### config.mk
export PLATFORM = sky130hd
export DESIGN_NAME = mrsr_store_ctrl
export DESIGN_NICKNAME = d
export VERILOG_FILES = /design/src/logic/mrsr_pkg.sv /design/src/logic/mrsr_store_ctrl.sv
export SDC_FILE = /design/constraint.sdc
export NUM_CORES = 1
export LEC_CHECK = 0
export BUFFER_PORTS_ARGS = -buffer_cell sky130_fd_sc_hd__clkbuf_2
export CELL_PAD_IN_SITES_DETAIL_PLACEMENT = 0
export CELL_PAD_IN_SITES_GLOBAL_PLACEMENT = 1
export CORE_ASPECT_RATIO = 1.25
export CORE_UTILIZATION = 45
export DETAILED_ROUTE_END_ITERATION = 10
export PLACE_DENSITY_LB_ADDON = 0.1
export RECOVER_POWER = 25
export SETUP_SLACK_MARGIN = 0.05
export SLEW_MARGIN = 20
export SYNTH_ARGS = -nofsm -noshare
export SYNTH_HDL_FRONTEND = slang
export SYNTH_SLANG_ARGS = --single-unit
### constraint.sdc
create_clock -name sys_clk -period 12 [get_ports sys_clk]
set_input_delay 1.8 -clock sys_clk [delete_from_list [all_inputs] [get_ports sys_clk]]
set_output_delay 1.8 -clock sys_clk [all_outputs]
set_load 0.02 [all_outputs]
### src/logic/mrsr_pkg.sv
// Constants for the store and self-refresh block
package mrsr_pkg;
    // ---------------------------------------------
    // Clock and timing
    // ---------------------------------------------
    localparam int CLK_PERIOD_PS = 5000;
    localparam int UPDATE_TIME_NS = 190;
    localparam int RFC_TIME_NS = 380;
    localparam int XS_EXTRA_NS = 10;
    localparam int XSDLL_TIME_NS = 2560;
    // Least times round up
    localparam int UPDATE_CYCLES = (UPDATE_TIME_NS * 1000 + CLK_PERIOD_PS - 1) / CLK_PERIOD_PS;
    localparam int XS_CYCLES = ((RFC_TIME_NS + XS_EXTRA_NS) * 1000 + CLK_PERIOD_PS - 1) / CLK_PERIOD_PS;
    localparam int XSDLL_CYCLES = (XSDLL_TIME_NS * 1000 + CLK_PERIOD_PS - 1) / CLK_PERIOD_PS;
    localparam int CNT_W = 10;

    // ---------------------------------------------
    // Organisation
    // ---------------------------------------------
    localparam int NUM_BANKS = 16;
    localparam int BANKS_X16 = 8;
    localparam int SYNC_W = 13;

    // ---------------------------------------------
    // Register map
    // ---------------------------------------------
    localparam logic [3:0] ADDR_MODE = 4'h0;
    localparam logic [3:0] ADDR_STATUS = 4'h4;
    localparam logic [3:0] ADDR_BUSY = 4'h8;
    localparam int MODE_DLL_EN = 0;
    localparam int MODE_ORG16 = 1;
    localparam int MODE_PARK_EN = 2;
    localparam int MODE_STAGGER_LO = 6;
    localparam int MODE_STORE_EN = 8;
    localparam logic [1:0] STAGGER_RESET = 2'h2;
    localparam logic [8:0] MODE_RESET = 9'h081;
    localparam int STAT_BUSY = 16;
    localparam int STAT_SELF_REF = 17;
    localparam int STAT_DLL_ON = 18;
    localparam int STAT_REENTRY_BLK = 19;
    localparam int STAT_EXIT_WIN = 20;

    typedef enum logic [1:0] {MRSR_IDLE, MRSR_RUN} mrsr_store_t;
endpackage

### src/logic/mrsr_store_ctrl.sv
// Store engine, self-refresh sequencing and register port of the persistent memory
// Behaviour
// (RQ1) Store-enabled refresh stores the addressed banks
// (RQ2) Refresh with store disabled is ignored
// (RQ3) One page buffer per bank, 16/8
// (RQ4) Controller refresh spacing covers bank store
// (RQ5) Storing banks refuse activation for store time
// (RQ6) A10 low stores one bank, high all
// (RQ7) Stagger code sets banks per update
// (RQ8) Controller programs stagger code 10
// (RQ9) DLL off needs stagger code 11
// (RQ10) Self-refresh stores until nothing dirty
// (RQ11) Entry decoded from CS RAS CAS CKE
// (RQ12) Controller enters only from idle
// (RQ13) Controller holds CKE low during stay
// (RQ14) Termination off in, park on exit
// (RQ15) DLL off in, reset on exit
// (RQ16) Internal clock gated, inputs ignored inside
// (RQ17) Controller stops clock only within limits
// (RQ18) Controller waits exit time before commands
// (RQ19) Controller limits early mode writes
// (RQ20) Controller waits locked time before reads
// (RQ21) Controller keeps CKE high after exit
// (RQ22) Controller sends deselect, ODT low
// (RQ23) One store refresh before re-entry
// (RQ24) Per-bank dirty flags track unstored data
//
// Our own choices: the plain strobed port and the placing of the registers.
`timescale 1ns/1ps
`default_nettype none
module mrsr_store_ctrl
    import mrsr_pkg::*;
(
    input wire logic sys_clk,
    input wire logic reset_n,
    input wire logic clkEn,
    input wire logic [3:0] regAddr,
    input wire logic [31:0] regWdata,
    input wire logic regWr,
    input wire logic regRd,
    output logic [31:0] regRdata,
    input wire logic linkCk,
    input wire logic linkCke,
    input wire logic linkCsN,
    input wire logic linkRasN,
    input wire logic linkCasN,
    input wire logic linkWeN,
    input wire logic linkActN,
    input wire logic linkA10,
    input wire logic [1:0] linkBg,
    input wire logic [1:0] linkBa,
    input wire logic linkOdt,
    input wire logic pageWrite,
    input wire logic [3:0] pageWriteBank,
    output logic [mrsr_pkg::NUM_BANKS-1:0] bankBusy,
    output logic termHiZ,
    output logic termPark,
    output logic dllOn,
    output logic dllReset,
    output logic clkGated,
    output logic exitBusy
);
    import mrsr_pkg::*;

    // ---------------------------------------------
    // Link input synchroniser
    // ---------------------------------------------
    logic [SYNC_W-1:0] pinsRaw;
    logic [SYNC_W-1:0] s1Reg, s2Reg, s3Reg;
    assign pinsRaw = {linkOdt, linkBa, linkBg, linkA10, linkActN, linkWeN, linkCasN, linkRasN, linkCsN,
                      linkCke, linkCk};

    always_ff @(posedge sys_clk or negedge reset_n) begin
        if (!reset_n) begin
            s1Reg <= '0;
            s2Reg <= '0;
            s3Reg <= '0;
        end else if (clkEn) begin
            s1Reg <= pinsRaw;
            s2Reg <= s1Reg;
            s3Reg <= s2Reg;
        end
    end

    logic ckLvlReg;
    // Link clock rise counts once stages two and three agree on the new level
    wire ckRise = s2Reg[0] && s3Reg[0] && !ckLvlReg;
    wire ckeNow = s2Reg[1];
    wire csN = s2Reg[2];
    wire rasN = s2Reg[3];
    wire casN = s2Reg[4];
    wire weN = s2Reg[5];
    wire actN = s2Reg[6];
    wire a10 = s2Reg[7];
    wire [1:0] bg = s2Reg[9:8];
    wire [1:0] ba = s2Reg[11:10];
    logic ckePrevReg;

    // ---------------------------------------------
    // Registers
    // ---------------------------------------------
    logic [8:0] modeReg;
    logic [NUM_BANKS-1:0] dirtyReg, busyReg;
    logic inSrReg, dllOnReg, reentryBlkReg, dllResetReg;
    logic [CNT_W-1:0] xsCntReg, xsdllCntReg, updCntReg;
    logic [3:0] grpReg;
    mrsr_store_t stateReg;

    wire storeEn = modeReg[MODE_STORE_EN];
    wire [1:0] stagger = modeReg[MODE_STAGGER_LO+1:MODE_STAGGER_LO];
    wire org16 = modeReg[MODE_ORG16];

    // (RQ3) bank count per organisation
    wire [NUM_BANKS-1:0] bankExist = org16 ? NUM_BANKS'((1 << BANKS_X16) - 1) : {NUM_BANKS{1'b1}};

    // Banks stored in one update: x8 2<<code, x16 1<<code
    function automatic logic [NUM_BANKS-1:0] groupMask(input logic [1:0] code, input logic o16,
                                                       input logic [3:0] grp);
        logic [4:0] bpu;
        logic [NUM_BANKS-1:0] ones;
        bpu = o16 ? (5'h01 << code) : (5'h02 << code);
        ones = NUM_BANKS'((32'h1 << bpu) - 32'h1);
        groupMask = NUM_BANKS'(ones << (grp * bpu));
    endfunction

    function automatic logic [3:0] lastGroup(input logic [1:0] code, input logic o16);
        lastGroup = o16 ? 4'(4'h7 >> code) : 4'(4'h7 >> code);
    endfunction

    // ---------------------------------------------
    // Command decode
    // ---------------------------------------------
    wire ignoreCmds = inSrReg || xsCntReg != '0;
    // (RQ11) entry: CS, RAS, CAS low, CKE falls, WE and ACT high
    wire sreCmd = ckRise && ckePrevReg && !ckeNow && !csN && !rasN && !casN && weN && actN && !ignoreCmds;
    wire refCmd = ckRise && ckePrevReg && ckeNow && !csN && !rasN && !casN && weN && actN && !ignoreCmds;
    // (RQ16) only CKE is looked at while inside
    wire srxCmd = ckRise && inSrReg && ckeNow;
    // (RQ23) re-entry held off until a store refresh
    wire sreTaken = sreCmd && !reentryBlkReg;
    wire idle = stateReg == MRSR_IDLE;
    // (RQ2) store disabled drops the refresh
    wire refStore = refCmd && storeEn && idle;
    wire [3:0] selBank = org16 ? {1'b0, bg[0], ba} : {bg, ba};
    // (RQ6) single bank or all
    wire [NUM_BANKS-1:0] refTarget = a10 ? bankExist : NUM_BANKS'(1) << selBank;
    // (RQ10) keep storing while anything stays dirty
    wire srStore = inSrReg && idle && (dirtyReg & bankExist) != '0;
    wire startStore = refStore || srStore;
    wire [NUM_BANKS-1:0] startMask = refStore ? refTarget : bankExist;
    wire updDone = stateReg == MRSR_RUN && updCntReg == CNT_W'(1);
    wire [NUM_BANKS-1:0] commitMask = updDone ? (groupMask(stagger, org16, grpReg) & busyReg) : '0;
    wire lastUpd = updDone && grpReg == lastGroup(stagger, org16);

    always_ff @(posedge sys_clk or negedge reset_n) begin
        if (!reset_n) begin
            ckePrevReg <= 1'b0;
            ckLvlReg <= 1'b0;
        end else if (clkEn) begin
            // A level that the two stages disagree on is still settling
            if (s2Reg[0] == s3Reg[0]) begin
                ckLvlReg <= s3Reg[0];
            end
            if (ckRise) begin
                ckePrevReg <= ckeNow;
            end
        end
    end

    // ---------------------------------------------
    // Store engine
    // ---------------------------------------------
    // (RQ24) a page write wins over a store of the same bank
    wire [NUM_BANKS-1:0] writeSet = pageWrite ? NUM_BANKS'(1) << pageWriteBank : '0;
    // Flags of banks that the organisation drops are cleared, not left stale
    wire [NUM_BANKS-1:0] dirtyNext = ((dirtyReg & ~commitMask) | writeSet) & bankExist;

    always_ff @(posedge sys_clk or negedge reset_n) begin
        if (!reset_n) begin
            dirtyReg <= '0;
        end else if (clkEn) begin
            dirtyReg <= dirtyNext;
        end
    end

    always_ff @(posedge sys_clk or negedge reset_n) begin
        if (!reset_n) begin
            stateReg <= MRSR_IDLE;
            busyReg <= '0;
            grpReg <= '0;
            updCntReg <= '0;
        end else if (clkEn) begin
            case (stateReg)
                MRSR_IDLE: begin
                    // (RQ1) store-enabled refresh starts a store
                    if (startStore) begin
                        stateReg <= MRSR_RUN;
                        busyReg <= startMask;
                        grpReg <= '0;
                        updCntReg <= CNT_W'(UPDATE_CYCLES);
                    end
                end
                default: begin
                    // (RQ7) one group per update period
                    if (lastUpd) begin
                        stateReg <= MRSR_IDLE;
                        busyReg <= '0;
                    end else if (updDone) begin
                        grpReg <= grpReg + 4'h1;
                        updCntReg <= CNT_W'(UPDATE_CYCLES);
                    end else begin
                        updCntReg <= updCntReg - CNT_W'(1);
                    end
                end
            endcase
        end
    end

    // (RQ5) busy banks refuse activation until done
    assign bankBusy = busyReg;

    // ---------------------------------------------
    // Self-refresh entry and exit
    // ---------------------------------------------
    always_ff @(posedge sys_clk or negedge reset_n) begin
        if (!reset_n) begin
            inSrReg <= 1'b0;
            dllOnReg <= 1'b1;
            dllResetReg <= 1'b0;
            reentryBlkReg <= 1'b0;
            xsCntReg <= '0;
            xsdllCntReg <= '0;
        end else if (clkEn) begin
            dllResetReg <= 1'b0;
            if (xsCntReg != '0) begin
                xsCntReg <= xsCntReg - CNT_W'(1);
            end
            if (xsdllCntReg != '0) begin
                xsdllCntReg <= xsdllCntReg - CNT_W'(1);
            end
            // (RQ23) a store refresh clears the re-entry hold
            if (refStore) begin
                reentryBlkReg <= 1'b0;
            end
            if (sreTaken) begin
                inSrReg <= 1'b1;
                // (RQ15) DLL stops on entry
                dllOnReg <= 1'b0;
            end else if (srxCmd) begin
                inSrReg <= 1'b0;
                reentryBlkReg <= 1'b1;
                xsCntReg <= CNT_W'(XS_CYCLES);
                xsdllCntReg <= CNT_W'(XSDLL_CYCLES);
                // (RQ15) DLL back with reset when in use
                dllOnReg <= modeReg[MODE_DLL_EN];
                dllResetReg <= modeReg[MODE_DLL_EN];
            end
        end
    end

    // (RQ14) termination high impedance inside, park during locking
    assign termHiZ = inSrReg;
    assign termPark = modeReg[MODE_PARK_EN] && xsdllCntReg != '0;
    // (RQ16) internal clock off while inside
    assign clkGated = inSrReg;
    assign dllOn = dllOnReg;
    assign dllReset = dllResetReg;
    assign exitBusy = xsCntReg != '0;

    // ---------------------------------------------
    // Register port
    // ---------------------------------------------
    wire selMode = regAddr == ADDR_MODE;
    wire selStatus = regAddr == ADDR_STATUS;
    wire selBusy = regAddr == ADDR_BUSY;
    wire [31:0] statusWord = {11'h000, xsdllCntReg != '0, reentryBlkReg, dllOnReg, inSrReg,
                              stateReg == MRSR_RUN, dirtyReg};
    logic [31:0] readMux;

    always_comb begin
        if (selMode) begin
            readMux = {23'h000000, modeReg};
        end else if (selStatus) begin
            readMux = statusWord;
        end else if (selBusy) begin
            readMux = {16'h0000, busyReg};
        end else begin
            readMux = 32'h00000000;
        end
    end

    always_ff @(posedge sys_clk or negedge reset_n) begin
        if (!reset_n) begin
            modeReg <= MODE_RESET;
            regRdata <= 32'h00000000;
        end else if (clkEn) begin
            // Mode changes while storing would corrupt the group walk; hold them off
            if (regWr && selMode && idle) begin
                modeReg <= regWdata[8:0];
            end
            regRdata <= regRd ? readMux : 32'h00000000;
        end
    end
endmodule
`default_nettype wire

# Word level (Yosys, flattened, before mapping)
# Index checks and enable logic that the tools add are counted.
[op_classes]
mul = 1
n_addsub = 5
eq_ne = 8
reduce_logical = 53
mux = 40
div = 0
bitwise_logic = 6
shift = 7
n_lt_le_gt_ge = 0
[ops]
columns = ["cell", "count"]
rows = [
  ["$mux 16", 9],
  ["$mux 10", 10],
  ["$mux 32", 3],
  ["$and 16x16->16", 4],
  ["$shl 1x4->16 const A", 2],
  ["$sub 10x1->10 const B", 3],
  ["$logic_and 1x1->1", 29],
  ["$mux 4", 5],
  ["$reduce_bool 10->1", 2],
  ["$not 16->16", 1],
  ["$or 16x16->16", 1],
  ["$reduce_bool 16->1", 1],
  ["$shl 1x5->16 const A", 1],
  ["$shl 16x5->16", 1],
  ["$sub 16x1->16 const B", 1],
  ["$eq 10x1->1 const B", 1],
  ["$mux 1", 9],
  ["$reduce_and 2->1", 4],
  ["$logic_not 1->1", 7],
  ["$mux 2", 3],
  ["$reduce_and 3->1", 2],
  ["$reduce_bool 2->1", 3],
  ["$mul 4x5->5", 1],
  ["$mux 5", 1],
  ["other kinds (15)", 16],
]
[word_totals]
inputBits = 59
latch_bits = 0
word_cells = 138
rom_bits = 0
ff_bits = 140
mem_bits_rw = 0
out_inout_bits = 54
memories = 0

# Logic depth before layout (Yosys ltp)
[logic_depth]
word_depth = 15
mapped_depth = 18

# Least setup slack after synthesis
# No wires, ideal clock.
[synth_path]
path_kind = "register -> register"
start = "register modeReg[1]"
end = "register dirtyReg[10]"
required_ps = 11924
n_path_buf = 2
path_stages_with_launch = 18
setup_ps = 76
synth_period_minus_slack_ps = 4504
t_arrival_ps = 4428
path_slack_ps = 7496
path_cell_list = "dfrtp_1 -> clkinv_1 -> ha_1 -> buf_2 -> clkbuf_1 -> nor2b_1 -> and2_1 -> fa_1 -> inv_1 -> fa_1 -> inv_1 -> fa_1 -> xor2_1 -> xnor2_1 -> xnor2_2 -> mux2_2 -> and4_1 -> o21ai_1"
[synth_via]
elab_chain_cells = 10
[synth_rtl]
columns = ["item", "line", "source"]
rows = [
  ["start, declared", "mrsr_store_ctrl.sv:102", "logic [8:0] modeReg;"],
  ["start signal, assigned", "mrsr_store_ctrl.sv:299", "modeReg <= regWdata[8:0];"],
  ["parallel branches: the longest is 9 deep, another holds $mul 4x5->5", "n/a", ""],
  ["$and 16x16->16 (*)", "mrsr_store_ctrl.sv:176", "wire [NUM_BANKS-1:0] dirtyNext = ((dirtyReg & ~commitMask) | writeSet) & bankExist;"],
  ["end signal, assigned", "mrsr_store_ctrl.sv:182", "dirtyReg <= dirtyNext;"],
  ["end, declared", "mrsr_store_ctrl.sv:103", "logic [NUM_BANKS-1:0] dirtyReg, busyReg;"],
]
# Every way passes the cells marked *.
# A chain may end at the register's enable or synchronous reset.

==> metrics <==
status finished with violations; violated checks capacitance limit, slew limit; Starting DRT DRC Count 562; Cell Area, Synth approximately 7800 um^2; Clock Pin Slew Worst Setup and Hold Paths 50 ps; slew of the pin with the lowest slew margin 4690 ps; GPL Wtd Cong about 1.0; Startpoint Class primary input; Final Hold Fails 0; DIE WIDTH 120 um; cells after synthesis about 840; later-pin clock latency in the skew report 410 ps; final net count 967; top-level I/O count 113; Rel. slew slack -213%; final slew viol count 241; Synth async-reset ratio 100%; CP Capture Type async pin; IO Port Bufs 77; multi-input logic area about 4100 um^2; CTS tree yes; Initial Utilization 46.1%; gr usage total between 20% and 30%; post-synth top area share about two fifths; dominant synthesized flop cell dfrtp_1; drt via density 6.01; RSZ-0062 raised after global routing no; flops & latches, synth 128; worst-path cell chain clkbuf_1 > clkbuf_1; # diodes 0; antenna viol nets, final 0; placed cells roughly 1100; number of hold-repair buffers added at the cts stage 0; ranking of synthesized cells by area dfrtp_1 (40%), mux2_2 (4.8%), nand2_1 (4.0%), o21ai_0 (3.5%), a22o_1 (2.2%); maximum VDD drop 112 uV; largest net degree at the start of global routing 91; Syn Area/Cell 9.26 um^2; Non-Filler Cell Area, Final approximately 9000 um^2; DRT Pass-1 Iters 5; vias 6750; final wirelength between 20000 and 25000 um; CTS sink count ~130; crit-path leading delay family buffers and inverters; Die ar. between 15000 and 20000 um^2; Max H-tree Level 4; FP Rows 53; fraction of layout cells with a size suffix above 1 between 10% and 20%; Synth Warn # 0; Hold WC Path Type reg -> reg; setup_tns 0 ps; EDFF count, synth 0; Netlist cell types 93; CP max-delay cell clkbuf_1; crit path time final 7380 ps; Register Area 3210 um^2; cts bufs inserted 17; pwr dens roughly 200 nW/um^2; CTS resizes 0; Root Driver clkbuf_16; critical path peak fanout 90; Placeable Area 16900 um^2; antenna violations before repair 0; Setup-failing EPs final 0; crit-path most repeated cell clkbuf_1; DR WL/cell 20.3 um; Max Clock Freq 136 MHz; number of global-route vias before repair 6660; max cap viols 4; critical path arrival 6780 ps; DP Wirelength about 17000 um; Max stage delay on crit path between 3000 and 4000 ps; Placed Area approximately 8200 um^2; Final Non-Filler Cells 1124; sequential area share after synthesis between 40 and 50%; Required @ worst endpoint 11400 ps; leading area contributor after synthesis dfrtp_1; clock skew just over 10 ps; Pleak 3.73 nW; Area Growth Syn to Fin 12.2%; Congestion Overflow GR 0; Hold WS between 400 and 500 ps; Chip Height ~150 um; critical path class in -> async; Buf+Inv Stages, Crit Path 2; clk buf depth 2; Setup Buffers After CTS 0; global-route wire length before repair ~37000 um; fin crit share 61.5%; DRC 0; Fillers around 1600
==> state kept, by name, summed over array words and instances, names as in the netlist, 4 cells and up <==
register,count
xsCntReg,10
s1Reg,12
modeReg,9
grpReg,4
bankBusy,16
updCntReg,10
dirtyReg,16
regRdata,21
xsdllCntReg,10
s2Reg,12
==> metal layers <==
metal	GRT usage, %	wire length, um	part of all wire (%)	vias up
met3	3.56	820	3.6	36
met4	10.7	679	3.0	0
met2	46.9	11700	51	169
met5	0	0	0	-
li1	-	-	-	3175
met1	33.4	9590	42	3370
==> cell usage after synthesis (3+ instances only) <==
library cell / count
or3_1: 8
mux2_2: 33
o22ai_1: 11
a211oi_2: 3
nand4_1: 10
a21o_1: 6
a22o_1: 20
nand2b_1: 17
inv_1: 43
o211ai_1: 6
o2bb2ai_1: 10
dfstp_2: 3
nand2_1: 84
nor2_1: 43
nand3b_1: 4
clkbuf_1: 27
nor4_1: 14
mux2i_1: 4
nor2b_1: 19
ha_1: 13
nand3_1: 23
buf_2: 9
dfrtp_1: 125
o41ai_1: 5
a221oi_1: 4
o311ai_0: 3
and3_1: 8
nor3b_1: 7
and2_1: 13
o21ai_0: 54
clkinv_1: 3
buf_4: 18
buf_1: 5
a31oi_1: 20
and4_1: 3
nor3_1: 20
a22oi_1: 10
a211oi_1: 5
a21oi_1: 26
o21ai_1: 17
o31ai_1: 11
fa_1: 3
xnor2_1: 7
==> cells by family after synthesis <==
| group | share of synthesized area, % |
|---|---|
| DFF | 41.1 |
| xor gates and xnor gates | 1.22 |
| AOI/OAI and AO/OA | 21.3 |
| and+or+nand+nor | 21.2 |
| other | 0.0481 |
| adders and majority gates | 2.86 |
| buffers and inverters | 6.40 |
| muxes | 5.75 |
==> stage by stage <==
stage	utilization, %	setup slack [ps]	total power, mW
6_report	51.7	4620	1.74
5_1_grt	51.7	3280	1.85
4_1_cts	51.8	6030	1.74
3_5_place_dp	48.6	6050	1.25
3_3_place_gp	48.6	6100	1.24
2_1_floorplan	-	7500	1.07
==> power breakdown <==
part           switching, mW  leakage, nW  total, mW  internal, mW
combinational          0.435         1.86      0.674         0.239
clock                  0.188        0.261      0.481         0.293
sequential            0.0851         1.61      0.588         0.502
total                  0.708         3.73       1.74          1.03
==> layout by cell type (no fill, tap or decap), drive strengths merged, types with 11 or more instances in the layout <==
master	instances
dfrtp	125
clkbuf	102
nand2	84
o21ai	72
inv	44
nor2	43
mux2	35
a21oi	27
nand3	23
nor3	22
a31oi	20
a22o	20
nor2b	19
nand2b	17
nor4	16
and2	14
ha	13
o22ai	11
o31ai	11
conb	11
nand4	11
==> cell type report <==
class	instances	share of cell area, %
Clock buffer	21	5.27
Inverter	47	2.02
Timing Repair Buffer	82	4.62
Tap cell	220	3.15
Clock inverter	10	1.02
Multi-Input combinational cell	616	47.3
Sequential cell	128	36.7
==> worst paths after layout <==
check                                start        endpoint  slack (ps)  cells after the start
worst max-delay path               reset_n    bankBusy[15]        4620                      2
worst max register to register  modeReg[1]     dirtyReg[4]        5960                     15
min in group asynchronous          reset_n  xsdllCntReg[1]        2010                      1
max in group sys_clk            modeReg[1]     dirtyReg[4]        5960                     15
worst min register to register       dllOn           dllOn         490                      2
worst min-delay path                 dllOn           dllOn         490                      2
Note: power is estimated with default switching activity, not from simulation.
